[src/common/jid_pkg.sv]
/*
  jid_pkg: constants shared by the jack insertion detect block.
  Assumes a 100 MHz system clock and a 16-bit plain register port.
*/
`default_nettype none

package jid_pkg;

  // register word offsets, as seen on the register port
  localparam logic [15:0] JID_ADDR_ENA   = 16'h02d3;
  localparam logic [15:0] JID_ADDR_STS_A = 16'h1886;
  localparam logic [15:0] JID_ADDR_STS_B = 16'h1986;
  localparam logic [15:0] JID_ADDR_DB    = 16'h1a06;
  localparam logic [15:0] JID_ADDR_MASK  = 16'h1a08;

  // number of jack-sense inputs
  localparam int unsigned JID_NUM_IN = 3;

  // field positions, index 0 is input one
  localparam int unsigned JID_ENA_POS [3] = '{0, 1, 2};
  localparam int unsigned JID_SLOT_POS[3] = '{0, 2, 8};
  localparam int unsigned JID_RMSK_POS[3] = '{0, 1, 2};
  localparam int unsigned JID_FMSK_POS[3] = '{8, 9, 10};

  // values after reset
  localparam logic [2:0]  JID_ENA_RST  = 3'h0;
  localparam logic [2:0]  JID_DB_RST   = 3'h0;
  localparam logic [2:0]  JID_MASK_RST = 3'h7;
  localparam logic [2:0]  JID_SYNC_RST = 3'h7;  // pins idle high
  localparam logic [15:0] JID_RD_RST   = 16'h0000;

  // slow debounce tick derived from the system clock
  localparam int unsigned JID_CLK_HZ   = 100_000_000;
  localparam int unsigned JID_SLOW_HZ  = 32_000;
  localparam int unsigned JID_TICK_CYC = JID_CLK_HZ / JID_SLOW_HZ;
  localparam int unsigned JID_TICK_W   = 12;

  // stable slow ticks needed before a debounced level changes
  localparam int unsigned JID_DB_TICKS_DEF = 4;
  localparam int unsigned JID_DB_CNT_W     = 4;

endpackage : jid_pkg

`default_nettype wire

[src/hw/jid_debounce.sv]
/*
  jid_debounce: debounce filter for one synchronized jack-sense level.
  Assumes level_in is already synchronized and tick_in is a one-cycle
  pulse from the slow tick generator in the same clock domain.
*/
`timescale 1ns/1ps
`default_nettype none

module jid_debounce
  import jid_pkg::*;
#(
  parameter int unsigned TICKS = JID_DB_TICKS_DEF
) (
  // clock and reset
  input  wire logic clk_in,
  input  wire logic srst_in,
  // level, slow tick and filter switch
  input  wire logic level_in,
  input  wire logic tick_in,
  input  wire logic filt_on_in,
  // filtered level
  output logic      level_out
);

  localparam logic [JID_DB_CNT_W-1:0] CNT_LAST =
    JID_DB_CNT_W'(TICKS - 1);

  typedef struct packed {
    logic [JID_DB_CNT_W-1:0] cnt;
    logic                    stable;
  } jid_db_state_t;

  jid_db_state_t q, d;

  // counter is 4 bits wide, so longer filters are refused
  if (TICKS < 1 || TICKS > 15) begin : g_bad_ticks
    $error("jid_debounce: TICKS must lie in 1..15");
  end

  // a level must hold for TICKS slow ticks before it is taken
  always_comb begin : p_next
    d = q;
    if (!filt_on_in) begin
      d.stable = level_in;
      d.cnt    = '0;
    end else if (level_in == q.stable) begin
      d.cnt = '0;  // bounce restarts the wait
    end else if (tick_in) begin
      if (q.cnt == CNT_LAST) begin
        d.stable = level_in;
        d.cnt    = '0;
      end else begin
        d.cnt = q.cnt + JID_DB_CNT_W'(1);
      end
    end
  end

  // state register, level starts as no jack
  always_ff @(posedge clk_in) begin : p_reg
    if (srst_in) begin
      q <= '0;
    end else begin
      q <= d;
    end
  end

  assign level_out = q.stable;

endmodule : jid_debounce

`default_nettype wire

[src/hw/jid_top.sv]
/*
  jid_top: jack insertion detect for three switch-sense pins.
  Holds pin synchronizers, a slow debounce tick, one debounce filter
  per input, the register file and the edge event outputs.
  Assumes pins are asynchronous, pulled low by an inserted jack, and
  that sleep_mode_in and slow_clk_on_in come from logic on clk_in.
  Events are one-cycle pulses with no sticky flag behind them: the
  interrupt collector outside this block must latch them itself.
  The slow tick is counted down from clk_in, so its period is only
  as exact as the ratio of the two clock rates.
*/
// Added by the designer: the strobed register port.
`timescale 1ns/1ps
`default_nettype none

module jid_top
  import jid_pkg::*;
#(
  parameter int unsigned DB_TICKS = JID_DB_TICKS_DEF
) (
  // clock and reset
  input  wire logic        clk_in,
  input  wire logic        srst_in,
  // register port
  input  wire logic [15:0] reg_addr_in,
  input  wire logic [15:0] reg_wdata_in,
  input  wire logic        reg_wr_in,
  input  wire logic        reg_rd_in,
  output logic      [15:0] reg_rdata_out,
  // jack switch pins, low while a jack is in
  input  wire logic [2:0]  jack_sense_pin_in,
  // power state from the system controller
  input  wire logic        sleep_mode_in,
  input  wire logic        slow_clk_on_in,
  // detect levels towards the mic sense clamp logic
  output logic      [2:0]  jack_present_signal_out,
  // one-cycle edge events, one bit per input
  output logic      [2:0]  jack_rise_event_out,
  output logic      [2:0]  jack_fall_event_out
);

  localparam logic [JID_TICK_W-1:0] TICK_LAST =
    JID_TICK_W'(JID_TICK_CYC - 1);

  typedef struct packed {
    // pin synchronizer, raw pin polarity
    logic [2:0]            sync1;
    logic [2:0]            sync2;
    // filtered level and enable-gated detect
    logic [2:0]            lvl;
    logic [2:0]            jd;
    // software controls
    logic [2:0]            ena;
    logic [2:0]            db;
    logic [2:0]            rmask;
    logic [2:0]            fmask;
    // event pulses
    logic [2:0]            rise_ev;
    logic [2:0]            fall_ev;
    // slow tick divider
    logic [JID_TICK_W-1:0] tick_cnt;
    logic                  tick;
    // registered read answer
    logic [15:0]           rdata;
  } jid_state_t;

  jid_state_t q, d;

  logic [2:0] filt_on;
  logic [2:0] filt_lvl;
  logic [2:0] sense_lvl;  // synchronized, 1 = jack in
  logic [2:0] rise_now;   // qualified insertion edges
  logic [2:0] fall_now;   // qualified removal edges

  // refuse a divider that does not fit its counter
  if (JID_TICK_CYC < 1 || JID_TICK_CYC > (1 << JID_TICK_W))
  begin : g_bad_tick
    $error("jid_top: slow tick divider does not fit its counter");
  end

  // debounce filter is 4 bits deep
  if (DB_TICKS < 1 || DB_TICKS > 15) begin : g_bad_db
    $error("jid_top: DB_TICKS must lie in 1..15");
  end

  // ports are three bits wide, so the package must agree
  if (JID_NUM_IN != 3) begin : g_bad_num
    $error("jid_top: JID_NUM_IN must be 3");
  end

  // every field position must land inside the 16-bit word
  for (genvar c = 0; c < JID_NUM_IN; c++) begin : g_chk_pos
    if (JID_ENA_POS[c] > 15 || JID_SLOT_POS[c] > 15) begin : g_bad_pos
      $error("jid_top: enable or status bit outside the word");
    end
    if (JID_RMSK_POS[c] > 15 || JID_FMSK_POS[c] > 15) begin : g_bad_msk
      $error("jid_top: mask bit outside the word");
    end
    // a shared bit would tie the two edge masks together
    if (JID_RMSK_POS[c] == JID_FMSK_POS[c]) begin : g_msk_clash
      $error("jid_top: rising and falling masks share a bit");
    end
  end

  // two inputs on one status or enable bit would hide each other
  if (JID_SLOT_POS[0] == JID_SLOT_POS[1] ||
      JID_SLOT_POS[0] == JID_SLOT_POS[2] ||
      JID_SLOT_POS[1] == JID_SLOT_POS[2]) begin : g_slot_clash
    $error("jid_top: two inputs share a status bit");
  end

  if (JID_ENA_POS[0] == JID_ENA_POS[1] ||
      JID_ENA_POS[0] == JID_ENA_POS[2] ||
      JID_ENA_POS[1] == JID_ENA_POS[2]) begin : g_ena_clash
    $error("jid_top: two inputs share an enable bit");
  end

  // spread a 3-bit field onto the slot positions 0, 2 and 8
  function automatic logic [15:0] jid_pack_slot(
    input logic [2:0] v
  );
    logic [15:0] w;
    w = '0;
    for (int i = 0; i < JID_NUM_IN; i++) begin
      w[JID_SLOT_POS[i]] = v[i];
    end
    return w;
  endfunction : jid_pack_slot

  // gather the slot positions 0, 2 and 8 into a 3-bit field
  function automatic logic [2:0] jid_unpack_slot(
    input logic [15:0] w
  );
    logic [2:0] v;
    v = '0;
    for (int i = 0; i < JID_NUM_IN; i++) begin
      v[i] = w[JID_SLOT_POS[i]];
    end
    return v;
  endfunction : jid_unpack_slot

  // enable bits sit at 0, 1 and 2
  function automatic logic [15:0] jid_pack_ena(
    input logic [2:0] v
  );
    logic [15:0] w;
    w = '0;
    for (int i = 0; i < JID_NUM_IN; i++) begin
      w[JID_ENA_POS[i]] = v[i];
    end
    return w;
  endfunction : jid_pack_ena

  // gather the enable bits back into a 3-bit field
  function automatic logic [2:0] jid_unpack_ena(
    input logic [15:0] w
  );
    logic [2:0] v;
    v = '0;
    for (int i = 0; i < JID_NUM_IN; i++) begin
      v[i] = w[JID_ENA_POS[i]];
    end
    return v;
  endfunction : jid_unpack_ena

  // mask word: rising masks low, falling masks from bit 8
  function automatic logic [15:0] jid_pack_mask(
    input logic [2:0] r,
    input logic [2:0] f
  );
    logic [15:0] w;
    w = '0;
    for (int i = 0; i < JID_NUM_IN; i++) begin
      w[JID_RMSK_POS[i]] = r[i];
      w[JID_FMSK_POS[i]] = f[i];
    end
    return w;
  endfunction : jid_pack_mask

  // gather the rising-edge masks
  function automatic logic [2:0] jid_unpack_rmask(
    input logic [15:0] w
  );
    logic [2:0] v;
    v = '0;
    for (int i = 0; i < JID_NUM_IN; i++) begin
      v[i] = w[JID_RMSK_POS[i]];
    end
    return v;
  endfunction : jid_unpack_rmask

  // gather the falling-edge masks
  function automatic logic [2:0] jid_unpack_fmask(
    input logic [15:0] w
  );
    logic [2:0] v;
    v = '0;
    for (int i = 0; i < JID_NUM_IN; i++) begin
      v[i] = w[JID_FMSK_POS[i]];
    end
    return v;
  endfunction : jid_unpack_fmask

  // inversion sits behind the second stage, so nothing but the
  // synchronizer ever sees the raw asynchronous pin
  assign sense_lvl = ~q.sync2;

  // filter only outside sleep; in sleep the raw level goes through
  assign filt_on = q.db & {3{~sleep_mode_in}};

  // a rise needs the level to go up while enabled; the old detect
  // was then 0 whatever the old enable was
  assign rise_now = q.ena & filt_lvl & ~q.lvl;
  // a fall needs a detect that really was 1 and is still enabled, so
  // enabling an input in the cycle its level drops stays silent
  assign fall_now = q.jd & q.ena & ~filt_lvl;

  // one filter per input, fed by the second synchronizer stage
  for (genvar g = 0; g < JID_NUM_IN; g++) begin : g_filt
    jid_debounce #(
      .TICKS      (DB_TICKS)
    ) u_db (
      .clk_in     (clk_in),
      .srst_in    (srst_in),
      .level_in   (sense_lvl[g]),
      .tick_in    (q.tick),
      .filt_on_in (filt_on[g]),
      .level_out  (filt_lvl[g])
    );
  end

  // next state: sync, tick, detect, events, then register port
  always_comb begin : p_next
    d = q;

    // two stages on the raw pin before anything else reads it
    d.sync1 = jack_sense_pin_in;
    d.sync2 = q.sync1;

    // slow tick stops with the 32 kHz source, freezing any filter that is on;
    // the count restarts from zero, so the first tick after the
    // source returns comes a full slow period later
    if (!slow_clk_on_in) begin
      d.tick_cnt = '0;
      d.tick     = 1'b0;
    end else if (q.tick_cnt == TICK_LAST) begin
      d.tick_cnt = '0;
      d.tick     = 1'b1;
    end else begin
      d.tick_cnt = q.tick_cnt + JID_TICK_W'(1);
      d.tick     = 1'b0;
    end

    // level is tracked even while off, so enabling gives no edge;
    // the detect output is gated by the enable, the level is not
    d.lvl = filt_lvl;
    d.jd  = q.ena & filt_lvl;

    // sleep does not gate events, they serve as wake-up
    d.rise_ev = rise_now & ~q.rmask;
    d.fall_ev = fall_now & ~q.fmask;

    // register writes; status words ignore writes, and a write lands
    // at the strobe's edge so the next cycle already uses it
    if (reg_wr_in) begin
      unique case (reg_addr_in)
        JID_ADDR_ENA: begin
          d.ena = jid_unpack_ena(reg_wdata_in);
        end
        JID_ADDR_DB: begin
          d.db = jid_unpack_slot(reg_wdata_in);
        end
        JID_ADDR_MASK: begin
          d.rmask = jid_unpack_rmask(reg_wdata_in);
          d.fmask = jid_unpack_fmask(reg_wdata_in);
        end
        default: begin
          d.ena = q.ena;  // unmapped write has no effect
        end
      endcase
    end

    // read data stand one cycle after the strobe, else zero; both
    // status copies come from one register so they never differ
    d.rdata = JID_RD_RST;
    if (reg_rd_in) begin
      unique case (reg_addr_in)
        JID_ADDR_ENA: begin
          d.rdata = jid_pack_ena(q.ena);
        end
        JID_ADDR_STS_A, JID_ADDR_STS_B: begin
          d.rdata = jid_pack_slot(q.jd);
        end
        JID_ADDR_DB: begin
          d.rdata = jid_pack_slot(q.db);
        end
        JID_ADDR_MASK: begin
          d.rdata = jid_pack_mask(q.rmask, q.fmask);
        end
        default: begin
          d.rdata = JID_RD_RST;  // unmapped reads as zero
        end
      endcase
    end
  end

  // state register with defined reset values; masks reset to 1 so
  // no event leaves the block until software has unmasked it
  always_ff @(posedge clk_in) begin : p_reg
    if (srst_in) begin
      q          <= '0;
      q.sync1    <= JID_SYNC_RST;  // pins idle high, no false edge
      q.sync2    <= JID_SYNC_RST;
      q.ena      <= JID_ENA_RST;
      q.db       <= JID_DB_RST;
      q.rmask    <= JID_MASK_RST;
      q.fmask    <= JID_MASK_RST;
      q.rdata    <= JID_RD_RST;
    end else begin
      q <= d;
    end
  end

  // every output comes straight from the state register, so the
  // event pulses are glitch free for an asynchronous wake-up path
  assign reg_rdata_out           = q.rdata;
  assign jack_present_signal_out = q.jd;
  assign jack_rise_event_out     = q.rise_ev;
  assign jack_fall_event_out     = q.fall_ev;

endmodule : jid_top

`default_nettype wire

[config.mk]
export PLATFORM = sky130hd
export DESIGN_NAME = jid_top
export DESIGN_NICKNAME = d
export VERILOG_FILES = /design/src/common/jid_pkg.sv /design/src/hw/jid_debounce.sv /design/src/hw/jid_top.sv
export SDC_FILE = /design/constraint.sdc
export NUM_CORES = 1
export LEC_CHECK = 0
export ABC_CLOCK_PERIOD_IN_PS = 2100
export BUFFER_PORTS_ARGS = -buffer_cell sky130_fd_sc_hd__buf_2
export CAP_MARGIN = 10
export CORE_ASPECT_RATIO = 0.9
export CORE_MARGIN = 2
export CORE_UTILIZATION = 54
export DETAILED_ROUTE_END_ITERATION = 10
export HOLD_SLACK_MARGIN = 0.08
export PLACE_DENSITY = 0.79
export SLEW_MARGIN = 20
export SYNTH_ARGS = -nofsm -noshare
export SYNTH_HDL_FRONTEND = slang
export SYNTH_HIERARCHICAL = 1
export SYNTH_SLANG_ARGS = --single-unit
[constraint.sdc]
create_clock -name clk_in -period 2.1 [get_ports clk_in]
set_input_delay 0.21 -clock clk_in [delete_from_list [all_inputs] [get_ports clk_in]]
set_output_delay 0.21 -clock clk_in [all_outputs]
set_load 0.03 [all_outputs]
==> results.md <==
* Run status: finished clean
* CTS H-tree depth at 3
* Yosys reg bits at 64
* Grt ovf at 0
* WL/cell at 13.4 µm
* # DRC at 0
* # rows at 25
* Largest net degree at the start of global routing at 28
* Resized cells post-CTS at 0
* Unique cell type count in the Yosys netlist at 48
* Synth top area share at 0.428
* Crit-path slowest cell: dfxtp_1
* Clk_lat worst skew at 0.34 ns
* Tcrit/Tclk final at 0.765
* PortBufs at 45
* Req. time, crit path at 2.37 ns
* CTS Buf Count at 9
* RSZ-0062 raised after global routing: false
* RR Endpoint: q[24]
* Yosys top cell by area: dfxtp_1
* Antenna cells at 0
* Async SR Flop Fraction at 0
* First-pass GRT wire length at 9160 µm
* Final hold violation count at 0
* Final WL at 5650 µm
* Reg2reg path depth at 6
* Vias in the first global route at 2029
* Worst r2r src: q[17]
* Vias at 2266
* Dpl cell area at 3130 µm²
* Synth area leaders: dfxtp_1 43%, buf_4 6.3%, nor2_1 4.4%, mux2i_1 4.0%, xor2_1 3.8%
* HPWL Detailed at 4130 µm
* CP Buf/Inv Count at 1
* Nets at 397
* Setup TNS at 0 ns
* Synth Instances at 313
* Setup ws final at 0.494 ns
* CTS Sinks at 64
* Pwr per Cell Area at 708 nW/µm²
* Share of cells above drive strength 1 at 0.237
* Initial Util at 0.566
* Chip height at 74.6 µm
* Clock Skews at 0.00593 ns
* TritonCTS clock tree: yes
* Most used DFF post-synth: dfxtp_1
* Post-synth EDFFs at 0
* Worst setup path class: reg2reg
* Top-count cell post-synth: dfxtp_1
* Max cap viols at 0
* Clock buffer depth at 2
* Hold Crit Start: reg_wdata_in[9]
* Yosys warns at 6
* Sequential share of the synthesized area at 0.428
* R2R setup slack at 0.49 ns
* Worst Path Max Fanout at 12
* CP max stage delay at 0.40 ns
* Die ar. at 6150 µm²
* Final slew viol count at 0
* Hold_ws at 0.143 ns
* GPL Wtd Cong at 0.833
* Hold Path Class: in2reg
* Arrival @ worst endpoint at 1.88 ns
* CP Capture Type: flop
* Initial DRC Count at 123
* Min cycle time layout at 1.61 ns
* Leak at 0.00137 µW
* Maximum vdd drop at 0.444 mV
* Final setup vio count at 0
* Final Cell Area at 3350 µm²
* Fmax at 623 MHz
* CP top delay family: simple AND/OR/NAND/NOR gates
* Postcts setup bufs at 0
* Die X at 82.5 µm
* Worst slew pin tran at 0.569 ns
* Routed Antenna Nets at 0
* Hold EP: q[36]
* Synthesis-to-finish area growth at 11.8%
* Clock slew at reported path FFs at 0.07 ns
* Ports at 66
* Core ar. at 5290 µm²
* DRT Pass-1 Iters at 4
* Synthesized area per cell at 9.56 µm²
* Drt via density at 5.37
* Initial antenna violation count at 0
* DP Worst Slack at 0.239 ns
* Relative slew slack at 0.620
* Top cells by count, synth: 64 x dfxtp_1, 35 x nor2_1, 25 x buf_4
* CP Launch Type: flop
* Post-synthesis cell area at 2990 µm²
* Layout Utilization at 0.633
* Worst Hold Depth at 3
* Crit-path cells: inv_1 > ha_1 > and4b_1 > nand3_1 > nand3b_1 > nor2_1
* Clock root buffer: clkbuf_8
* Total track usage at 0.203
[layout make-up]
| type | instances | area, µm² |
|---|---|---|
| fillers | 458 | 1940 |
| multi-input cells | 216 | 1480 |
| flip-flops and latches | 64 | 1280 |
| repair buffers | 51 | 278 |
| clock buffers | 11 | 141 |
| well taps | 67 | 83.8 |
| clock inverters | 4 | 45.0 |
| inverters | 9 | 33.8 |
[cells in the final DEF, fill, tap and decap left out, drive strengths merged, types with 8 or more instances in the layout]
cell    instances
nand4          18
xor2           13
clkbuf         11
inv             9
nor4            9
dfxtp          64
conb           10
buf            48
nor2b           8
nand2           9
nand3           8
mux2i          12
xnor2           9
nor3           14
nor2           35
[power breakdown]
part           switching [µW]  total (µW)  internal [µW]
clock network             444        1010            568
registers                5.61        1230           1220
logic                    81.0         127           45.9
total                     531        2370           1840
[kinds of logic after synthesis]
kind of cell	count (synthesis)	synth area share
and+or+nand+nor	144	0.292
DFF	64	0.428
buffers and inverters	42	0.0874
AOI/OAI and AO/OA	23	0.0652
xor gates and xnor gates	22	0.0644
muxes	12	0.0402
adders and majority gates	5	0.0209
other	1	0.00125
[repair_timing]
action	in CTS	in global routing
hold buffers	3	0
hold endpoints to repair	3	0
setup endpoints to repair	0	0
[worst max-delay path by stage]
stage / start / endpoint / slack (ns) / cells after the start
6_report: q[17] / q[24] / 0.49 / 6
5_1_grt: q[17] / q[17] / 0.33 / 6
3_5_place_dp: reg_addr_in[8] / reg_rdata_out[2] / 0.24 / 5
4_1_cts: q[17] / q[28] / 0.51 / 6
2_1_floorplan: reg_addr_in[8] / q[44] / 0.39 / 5
3_3_place_gp: reg_addr_in[8] / reg_rdata_out[2] / 0.26 / 5
[state kept, by name (all words and copies together) (netlist names)]
| register | flops |
|---|---|
| jack_rise_event_out | 3 |
| jack_fall_event_out | 3 |
| q | 31 |
| reg_rdata_out | 6 |
| g_filt.u_db/q | 12 |
| d | 3 |
| jack_present_signal_out | 3 |
| g_filt.u_db/level_out | 3 |
[per-stage QoR]
step,power (µW),instances
detailed placement,1380,404
global placement,1370,404
CTS,2400,422
global route,2470,422
finish,2370,422
floorplan,1340,322
[layer usage]
metal  part of all wire  GRT usage  wire length [µm]  vias up
met3              0.063     0.0827               357       10
met4              0.017     0.0926                95        0
met1               0.43      0.230              2420     1041
met2               0.49      0.334              2770       77
met5                  0          0                 0        -
li1                   -          -                 -     1138
[tightest hold or removal path, delay by kind of cell]
| kind | cells | cell delay, ns |
|---|---|---|
| simple gates | 1 | 0.04 |
| mux | 1 | 0.12 |
| buf+inv | 1 | 0.07 |
(Power assumes the default switching activity.)
